## src/inc/sfcg_cfg.svh

```systemverilog
// Constants of the squib fire command gate.
`ifndef SFCG_CFG_SVH
`define SFCG_CFG_SVH

`define SFCG_WORD_BITS   16
`define SFCG_CNT_W       5
`define SFCG_CNT_FULL    5'h10
`define SFCG_CNT_RST     5'h00
`define SFCG_WORD_RST    16'h0000
`define SFCG_LOOPS       2
`define SFCG_OP_POS      12
`define SFCG_OP_SWITCH   4'h8
`define SFCG_OP_DETECT   4'hD
`define SFCG_CLEAR_WORD  16'hFFFF
`define SFCG_LS1_POS     0
`define SFCG_HS1_POS     1
`define SFCG_LS2_POS     2
`define SFCG_HS2_POS     3
`define SFCG_DSEL_POS    0
`define SFCG_SYNC_STAGES 2

`endif

```

## src/inc/sfcg_pkg.sv

```systemverilog
// Types of the squib fire command gate.
package sfcg_pkg;

  typedef enum logic [1:0] {
    SFCG_XF_IDLE  = 2'b00,
    SFCG_XF_SHIFT = 2'b01,
    SFCG_XF_OVER  = 2'b11
  } sfcg_xfer_t;

  typedef logic [15:0] sfcg_word_t;

endpackage

```

## src/design/sfcg_sync.sv

```systemverilog
// Two-stage synchroniser for pin inputs.
`timescale 1ns/1ps
module sfcg_sync #(
  parameter int W = 1
) (
  // Clock and reset
  input  wire logic         mclk,
  input  wire logic         sys_rst,
  // Asynchronous inputs and their synchronised copies
  input  wire logic [W-1:0] async_in,
  output logic      [W-1:0] sync_out
);

  logic [W-1:0] stage1_reg;

  // The first stage feeds the second stage only.
  always_ff @(posedge mclk) begin
    if (sys_rst) begin
      stage1_reg <= '0;
      sync_out   <= '0;
    end else begin
      stage1_reg <= async_in;
      sync_out   <= stage1_reg;
    end
  end

endmodule

```

## src/design/sfcg_top.sv

```systemverilog
// Serial command port and squib switch gating of the squib fire command gate.
//
// Function
// Sixteen-bit command words, shift register and latch.
// Ignore clock and data while deselected.
// Sample one data bit per rising clock.
// Controller starts transfer with clock high.
// Commit on select rise after sixteen clocks.
// Controller deselects after sixteenth edge.
// Wrong clock count discards word, keeps latch.
// Decode latched word into block controls.
// Fire only with command, reset, enables high.
// Reset input low forces everything off.
// Squib enable low keeps switches off.
// Fire enable low allows single switch.
// Fire enable low blocks both switches.
// All enables high drive switches as commanded.
// Latch firing current detection per loop.
// Measurement output low when selected loop fired.
// Clear detection flags on commands or reset.
// Thermal fault turns that transistor off.
// Controller limits switch on time.
// Command bits arrive most significant first.
`timescale 1ns/1ps
`include "sfcg_cfg.svh"
module sfcg_top (
  // Clock and reset
  input  wire logic        mclk,
  input  wire logic        sys_rst,
  // Serial command pins
  input  wire logic        spi_clk,
  input  wire logic        chip_select_n,
  input  wire logic        serial_in,
  // Safety pins
  input  wire logic        reset_in_n,
  input  wire logic        squib_enable,
  input  wire logic        fire_enable,
  // Sensors per loop and per transistor
  input  wire logic [1:0]  loop_current_high,
  input  wire logic [1:0]  hs_overtemp,
  input  wire logic [1:0]  ls_overtemp,
  // Switch drives
  output logic      [1:0]  high_side_switch,
  output logic      [1:0]  low_side_switch,
  // Measurement and status
  output logic             measure_out,
  output logic             word_commit_strobe,
  output logic             clock_fail,
  output logic      [15:0] cmd_word
);

  localparam int NSYNC = 10;

  function automatic logic is_op(input logic [15:0] w,
                                 input logic [3:0]  op);
    is_op = (w[`SFCG_OP_POS +: 4] == op);
  endfunction

  logic [NSYNC-1:0] pins_raw;
  logic [NSYNC-1:0] pins_s;
  logic             sclk_s;
  logic             csn_s;
  logic             din_s;
  logic             ri_s;
  logic             sen_s;
  logic             fen_s;
  logic [1:0]       cur_s;
  logic             hs_ot_any;
  logic             sclk_d_reg;
  logic             csn_d_reg;
  logic [1:0]       hs_ot_s;
  logic [1:0]       ls_ot_s;
  logic [1:0]       ot_raw;
  logic [1:0]       ot_s;

  assign pins_raw = {fire_enable, squib_enable, reset_in_n, serial_in,
                     chip_select_n, spi_clk, loop_current_high,
                     hs_overtemp};
  assign ot_raw   = ls_overtemp;

  sfcg_sync #(.W(NSYNC)) u_sync_pins (
    .mclk     (mclk),
    .sys_rst  (sys_rst),
    .async_in (pins_raw),
    .sync_out (pins_s)
  );

  sfcg_sync #(.W(2)) u_sync_ot (
    .mclk     (mclk),
    .sys_rst  (sys_rst),
    .async_in (ot_raw),
    .sync_out (ot_s)
  );

  assign fen_s     = pins_s[9];
  assign sen_s     = pins_s[8];
  assign ri_s      = pins_s[7];
  assign din_s     = pins_s[6];
  assign csn_s     = pins_s[5];
  assign sclk_s    = pins_s[4];
  assign cur_s     = pins_s[3:2];
  assign hs_ot_s   = pins_s[1:0];
  assign ls_ot_s   = ot_s;
  assign hs_ot_any = |hs_ot_s;

  // Edge detection on the synchronised serial pins.
  always_ff @(posedge mclk) begin
    if (sys_rst) begin
      sclk_d_reg <= 1'b1;
      csn_d_reg  <= 1'b1;
    end else begin
      sclk_d_reg <= sclk_s;
      csn_d_reg  <= csn_s;
    end
  end

  wire sclk_rise = sclk_s & ~sclk_d_reg;
  wire cs_fall   = ~csn_s & csn_d_reg;
  wire cs_rise   = csn_s & ~csn_d_reg;
  wire selected  = ~csn_s;

  // Transfer state, bit count and shift register.
  sfcg_pkg::sfcg_xfer_t       xf_reg;
  sfcg_pkg::sfcg_xfer_t       xf_next;
  logic [`SFCG_CNT_W-1:0]     cnt_reg;
  logic [`SFCG_CNT_W-1:0]     cnt_next;
  sfcg_pkg::sfcg_word_t       shift_reg;
  sfcg_pkg::sfcg_word_t       shift_next;
  sfcg_pkg::sfcg_word_t       latch_reg;
  logic                       strobe_reg;
  logic                       fail_reg;

  wire take_bit  = selected & sclk_rise;
  wire cnt_full  = (cnt_reg == `SFCG_CNT_FULL);
  wire commit_ok = cs_rise & (xf_reg == sfcg_pkg::SFCG_XF_SHIFT) &
                   cnt_full;
  wire commit_bad = cs_rise & (xf_reg != sfcg_pkg::SFCG_XF_IDLE) &
                    ~commit_ok;

  always_comb begin
    xf_next    = xf_reg;
    cnt_next   = cnt_reg;
    shift_next = shift_reg;
    unique case (xf_reg)
      sfcg_pkg::SFCG_XF_IDLE: begin
        if (cs_fall) begin
          xf_next  = sfcg_pkg::SFCG_XF_SHIFT;
          cnt_next = `SFCG_CNT_RST;
        end
      end
      sfcg_pkg::SFCG_XF_SHIFT: begin
        if (cs_rise) begin
          xf_next = sfcg_pkg::SFCG_XF_IDLE;
        end else if (take_bit) begin
          shift_next = {shift_reg[14:0], din_s};
          if (cnt_full) begin
            xf_next = sfcg_pkg::SFCG_XF_OVER;
          end else begin
            cnt_next = cnt_reg + `SFCG_CNT_W'(1);
          end
        end
      end
      sfcg_pkg::SFCG_XF_OVER: begin
        if (cs_rise) begin
          xf_next = sfcg_pkg::SFCG_XF_IDLE;
        end
      end
      default: begin
        xf_next = sfcg_pkg::SFCG_XF_IDLE;
      end
    endcase
  end

  always_ff @(posedge mclk) begin
    if (sys_rst || !ri_s) begin
      xf_reg     <= sfcg_pkg::SFCG_XF_IDLE;
      cnt_reg    <= `SFCG_CNT_RST;
      shift_reg  <= `SFCG_WORD_RST;
      latch_reg  <= `SFCG_WORD_RST;
      strobe_reg <= 1'b0;
      fail_reg   <= 1'b0;
    end else begin
      xf_reg     <= xf_next;
      cnt_reg    <= cnt_next;
      shift_reg  <= shift_next;
      strobe_reg <= commit_ok;
      fail_reg   <= commit_bad;
      if (commit_ok) begin
        latch_reg <= shift_reg;
      end
    end
  end

  // Decoding of the latched word.
  wire        op_switch = is_op(latch_reg, `SFCG_OP_SWITCH);
  wire [1:0]  req_ls    = op_switch ? {latch_reg[`SFCG_LS2_POS],
                                       latch_reg[`SFCG_LS1_POS]} : 2'b00;
  wire [1:0]  req_hs    = op_switch ? {latch_reg[`SFCG_HS2_POS],
                                       latch_reg[`SFCG_HS1_POS]} : 2'b00;
  wire        new_word  = strobe_reg;
  wire        new_det   = new_word & is_op(latch_reg, `SFCG_OP_DETECT);
  wire        new_clr   = new_word & (latch_reg == `SFCG_CLEAR_WORD);
  wire        flag_clr  = new_det | new_clr;

  // Switch gating per loop.
  wire        drv_en    = ri_s & sen_s;
  wire [1:0]  both_req  = req_ls & req_hs;
  wire [1:0]  allow     = fen_s ? 2'b11 : ~both_req;
  wire [1:0]  ls_next   = {2{drv_en}} & allow & req_ls & ~ls_ot_s;
  wire [1:0]  hs_next   = {2{drv_en}} & allow & req_hs & ~hs_ot_s;

  logic [1:0] ls_reg;
  logic [1:0] hs_reg;
  logic [1:0] flag_reg;
  logic [1:0] flag_next;
  logic       msel_valid_reg;
  logic       msel_reg;
  logic       mo_reg;

  assign flag_next = (flag_clr ? 2'b00 : flag_reg) |
                     (ls_reg & cur_s);

  always_ff @(posedge mclk) begin
    if (sys_rst || !ri_s) begin
      ls_reg         <= 2'b00;
      hs_reg         <= 2'b00;
      flag_reg       <= 2'b00;
      msel_valid_reg <= 1'b0;
      msel_reg       <= 1'b0;
      mo_reg         <= 1'b1;
    end else begin
      ls_reg   <= ls_next;
      hs_reg   <= hs_next;
      flag_reg <= flag_next;
      if (new_word) begin
        msel_valid_reg <= new_det;
        msel_reg       <= latch_reg[`SFCG_DSEL_POS];
      end
      mo_reg <= ~(msel_valid_reg & flag_reg[msel_reg]);
    end
  end

  assign low_side_switch    = ls_reg;
  assign high_side_switch   = hs_reg;
  assign measure_out        = mo_reg;
  assign word_commit_strobe = strobe_reg;
  assign clock_fail         = fail_reg;
  assign cmd_word           = latch_reg;
endmodule

```

## config.mk

```make
export PLATFORM = sky130hd
export DESIGN_NAME = sfcg_top
export DESIGN_NICKNAME = d
export VERILOG_FILES = /design/src/inc/sfcg_pkg.sv /design/src/design/sfcg_sync.sv /design/src/design/sfcg_top.sv
export VERILOG_INCLUDE_DIRS = /design/src /design/src/inc
export SDC_FILE = /design/constraint.sdc
export NUM_CORES = 1
export LEC_CHECK = 0
export BUFFER_PORTS_ARGS = -buffer_cell sky130_fd_sc_hd__buf_2
export CAP_MARGIN = 20
export CORE_AREA = 2 2 91 93
export DETAILED_ROUTE_END_ITERATION = 8
export DIE_AREA = 0 0 93 95
export GPL_TIMING_DRIVEN = 1
export PLACE_DENSITY = 0.59
export SYNTH_ARGS = -nofsm -noshare
export SYNTH_HDL_FRONTEND = slang
export SYNTH_SLANG_ARGS = --single-unit
```

## constraint.sdc

```tcl
create_clock -name mclk -period 2.4 [get_ports mclk]
set_input_delay 0.48 -clock mclk [delete_from_list [all_inputs] [get_ports mclk]]
set_output_delay 0.48 -clock mclk [all_outputs]
set_load 0.02 [all_outputs]
```

==> run_results.csv <==
group,metric,value,unit
outcome,outcome,"finished clean",
synth,netlist_instances,266,
floorplanning,die_area,8840,um^2
worst_setup_path,worst-path-stages,7,
synth,synthMuxAreaShare,7.21,%
route,drt_first_pass_iters,4,
cts,root_buffer,"clkbuf_8",
cells_and_area,area_growth,17.6,%
global_route,grt_max_degree,39,
route,drt-total-wl,4.83,mm
synth,synth_compound_area_share,7.12,%
synth,synth_xor_area_share,0,%
cts,clkSlewWorstSetupHoldPaths,0.08,ns
timing,worst_pin_slew,0.548,ns
global_route,grt_pass1_wl,7.98,mm
worst_setup_path,path_buf_inv,2,
place,dpl.cell_count,401,
worst_setup_path,cp-end-kind,"register",
cts,clk_latency,0.34,ns
worst_setup_path,max_stage_delay,0.36,ns
floorplanning,core-area,7930,um^2
synth,yosys.area_share.simple,24.9,%
min_path,hold_depth,2,
cts,postCtsSetupRepairBufs,0,
synth,yosysWarnings,0,
worst_setup_path,required,2.62,ns
min_path,whs_endpoint,"u_sync_pins.stage1_reg[2]$_SDFF_PP0_",
floorplanning,start_util,33.5,%
min_path,min_from,"loop_current_high[0]",
cts,clock_path_buffers,2,
min_path,worstHoldPathType,"in2reg",
cts,postCtsHoldBufs,0,
worst_setup_path,arrival,1.95,ns
power,leakagePower,0.00126,uW
cts,cts_max_level,3,
place,place_congestion,0.724,
power,power_density,702,nW/um^2
floorplanning,die_h,95,um
timing,rsz0062_at_grt,"false",
run,maxCapViolations,0,
timing,final_hold_viol_count,0,
synth,synth_top_family_by_area,"simple AND/OR/NAND/NOR gates",
worst_setup_path,cp_slowest_cell,"or3_1",
cells_and_area,instances_no_fill,417,
cells_and_area,nets,323,
synth,synth_seq_cells,76,
route,top_layer,"met4",
timing,skew,0.00469,ns
synth,synth_cell_type_count,34,
route,ant_nets,0,
route,wl_met1,2.41,mm
timing,finalSetupTns,0,ns
synth,netlist_area,2650,um^2
cts,cts_tree,"built",
place,hpwl,3.27,mm
power,ir_worst_vdd,0.000268,V
floorplanning,die_w,93,um
route,vias,1878,
timing,slew-limit-headroom,63.4,%
worst_setup_path,r2r_cells,7,
timing,slew_viol_final,0,
route,wl_met3,200,um
worst_setup_path,reg2reg_to,"cmd_word[11]$_SDFFE_PP0P_",
worst_setup_path,worstPathMaxFanout,17,
global_route,grt_pass1_vias,1677,
cts,cts.sinks,76,
route,drc,0,
global_route,antenna_found_initial,0,
synth,synthAdderAreaFrac,0.943,%
route,via_per_inst,4.50,
global_route,track_usage,11.7,%
cells_and_area,drive_above_1_share,20.2,%
global_route,grt_overflow,0,
place,numPortBuffers,36,
worst_setup_path,critPathTopFamily,"simple AND/OR/NAND/NOR gates",
worst_setup_path,r2r_setup_slack,0.68,ns
timing,period_share,71.9,%
route,first_iter_violations,78,
floorplanning,ios,37,
route,dr_wl_met2,2.11,mm
route,wl_per_cell,11.6,um
cells_and_area,diodes,0,
timing,finalSetupViolations,0,
worst_setup_path,critical_path_class,"reg2reg",
timing,timing.final.crit_period,1.72,ns
worst_setup_path,path_cells,"inv_1 -> ha_1 -> nand4bb_4 -> or3_1 -> buf_4 -> mux2i_1 -> nor2_1",
floorplanning,rows,33,
worst_setup_path,r2r_start,"cnt_reg[0]$_SDFFE_PP0P_",
synth,syn_nets,282,
cts,cts-resized-gates,0,
synth,syn_avg_cell_area,9.98,um^2
worst_setup_path,cp-start-kind,"register",
cts,cts_buffers,9,
timing,fmax,580,MHz
synth,synth_seq_area_share,57.3,%
[metal layers]
layer  global-route usage, %  vias to the layer above
li1                        -                      985
met1                    14.8                      846
met2                    17.8                       37
met3                    3.27                       10
met4                    7.35                        0
met5                       0                        -
[layout make-up]
class,instances,area [um^2]
fillers,827,4810
repair buffers,41,218
multi-input cells,177,1070
inverters,2,7.51
clock buffers,9,124
clock inverters,7,51.3
flip-flops and latches,76,1520
well taps,105,131
[power breakdown]
part	switching, uW	leakage (uW)	total (uW)	internal, uW
Combinational	23.2	0.000553	48.0	24.9
Sequential	7.64	0.000618	1290	1280
Clock	477	0.0000856	854	378
Total	507	0.00126	2190	1680
[cell families (layout without fill, tap and decap cells)]
group                    count (synthesis)  after routing
adder cells (fa/ha/maj)                  2              2
AND/OR/NAND/NOR                        122            122
buffers and inverters                   13             59
multiplexers                            19             19
flip-flops                              76             76
AO/OA/AOI/OAI                           34             34
[worst max path at each step]
stage | slack [ns] | start | endpoint
after CTS | 0.67 | cnt_reg[0]$_SDFFE_PP0P_ | cmd_word[11]$_SDFFE_PP0P_
final | 0.68 | cnt_reg[0]$_SDFFE_PP0P_ | cmd_word[11]$_SDFFE_PP0P_
after global placement | 0.74 | cnt_reg[0]$_SDFFE_PP0P_ | cmd_word[14]$_SDFFE_PP0P_
after global routing | 0.57 | cnt_reg[0]$_SDFFE_PP0P_ | cmd_word[8]$_SDFFE_PP0P_
after floorplan | 0.73 | cnt_reg[0]$_SDFFE_PP0P_ | cmd_word[13]$_SDFFE_PP0P_
after detailed placement | 0.68 | cnt_reg[0]$_SDFFE_PP0P_ | cmd_word[11]$_SDFFE_PP0P_
[cell usage after synthesis (all sizes together)]
cell type	number	area share [%]
buf	4	1.2
nor4b	5	1.7
nor2b	30	7.1
nor3b	1	0.28
or3	1	0.24
a32o	2	0.75
nor2	22	3.2
nand4	6	1.4
nand2	39	5.5
dfxtp	76	57
o31ai	1	0.28
mux2i	18	6.8
nor3	3	0.57
ha	2	0.94
mux2	1	0.42
and4	1	0.33
nand4bb	2	1.5
nor4bb	1	0.38
clkbuf	7	0.99
nand3	2	0.38
or3b	1	0.33
a311oi	1	0.33
nor4	1	0.47
o21ai	5	0.94
nand2b	5	1.2
a31oi	2	0.47
a21oi	23	4.3
or2	2	0.47
inv	2	0.28
[placed cells by master (no fill, tap or decap)]
| cell | synthesis | layout |
|---|---|---|
| nor4_2 | 1 | 1 |
| nand4bb_1 | 1 | 1 |
| buf_2 | 1 | 36 |
| nand2_1 | 39 | 39 |
| nor3b_1 | 1 | 1 |
| inv_1 | 2 | 2 |
| a31oi_1 | 2 | 2 |
| clkinv_2 | 0 | 2 |
| o31ai_1 | 1 | 1 |
| a311oi_1 | 1 | 1 |
| or2_2 | 2 | 2 |
| nand2b_1 | 5 | 5 |
| buf_4 | 0 | 5 |
| nor4bb_1 | 1 | 1 |
| clkinv_4 | 0 | 2 |
| dfxtp_1 | 76 | 76 |
| nor4b_1 | 5 | 5 |
| nor2_1 | 21 | 21 |
| or3_1 | 1 | 1 |
| nand4bb_4 | 1 | 1 |
| nor2b_1 | 30 | 30 |
| ha_1 | 2 | 2 |
| clkinvlp_4 | 0 | 2 |
| nand3_1 | 2 | 2 |
| and4_1 | 1 | 1 |
| nand4_1 | 6 | 6 |
| inv_6 | 0 | 1 |
| o21ai_0 | 3 | 3 |
| or3b_1 | 1 | 1 |
| a32o_1 | 2 | 2 |
| o21ai_1 | 2 | 2 |
| a21oi_1 | 23 | 23 |
| mux2i_1 | 18 | 18 |
| clkbuf_8 | 0 | 9 |
| nor2_2 | 1 | 1 |
| nor3_1 | 3 | 3 |
| mux2_2 | 1 | 1 |
[stage by stage]
step	instance area, um^2	setup WS [ns]	hold slack (ns)	power, uW	util, %
final	3120	0.675	0.337	2190	39.4
after floorplan	2650	0.735	0.368	1350	-
after global routing	3120	0.571	0.324	2270	39.4
after detailed placement	2950	0.683	0.385	1370	37.2
after global placement	2950	0.736	0.388	1370	37.2
after CTS	3120	0.669	0.322	2220	39.4
Note: power is estimated with default switching activity, not from simulation.
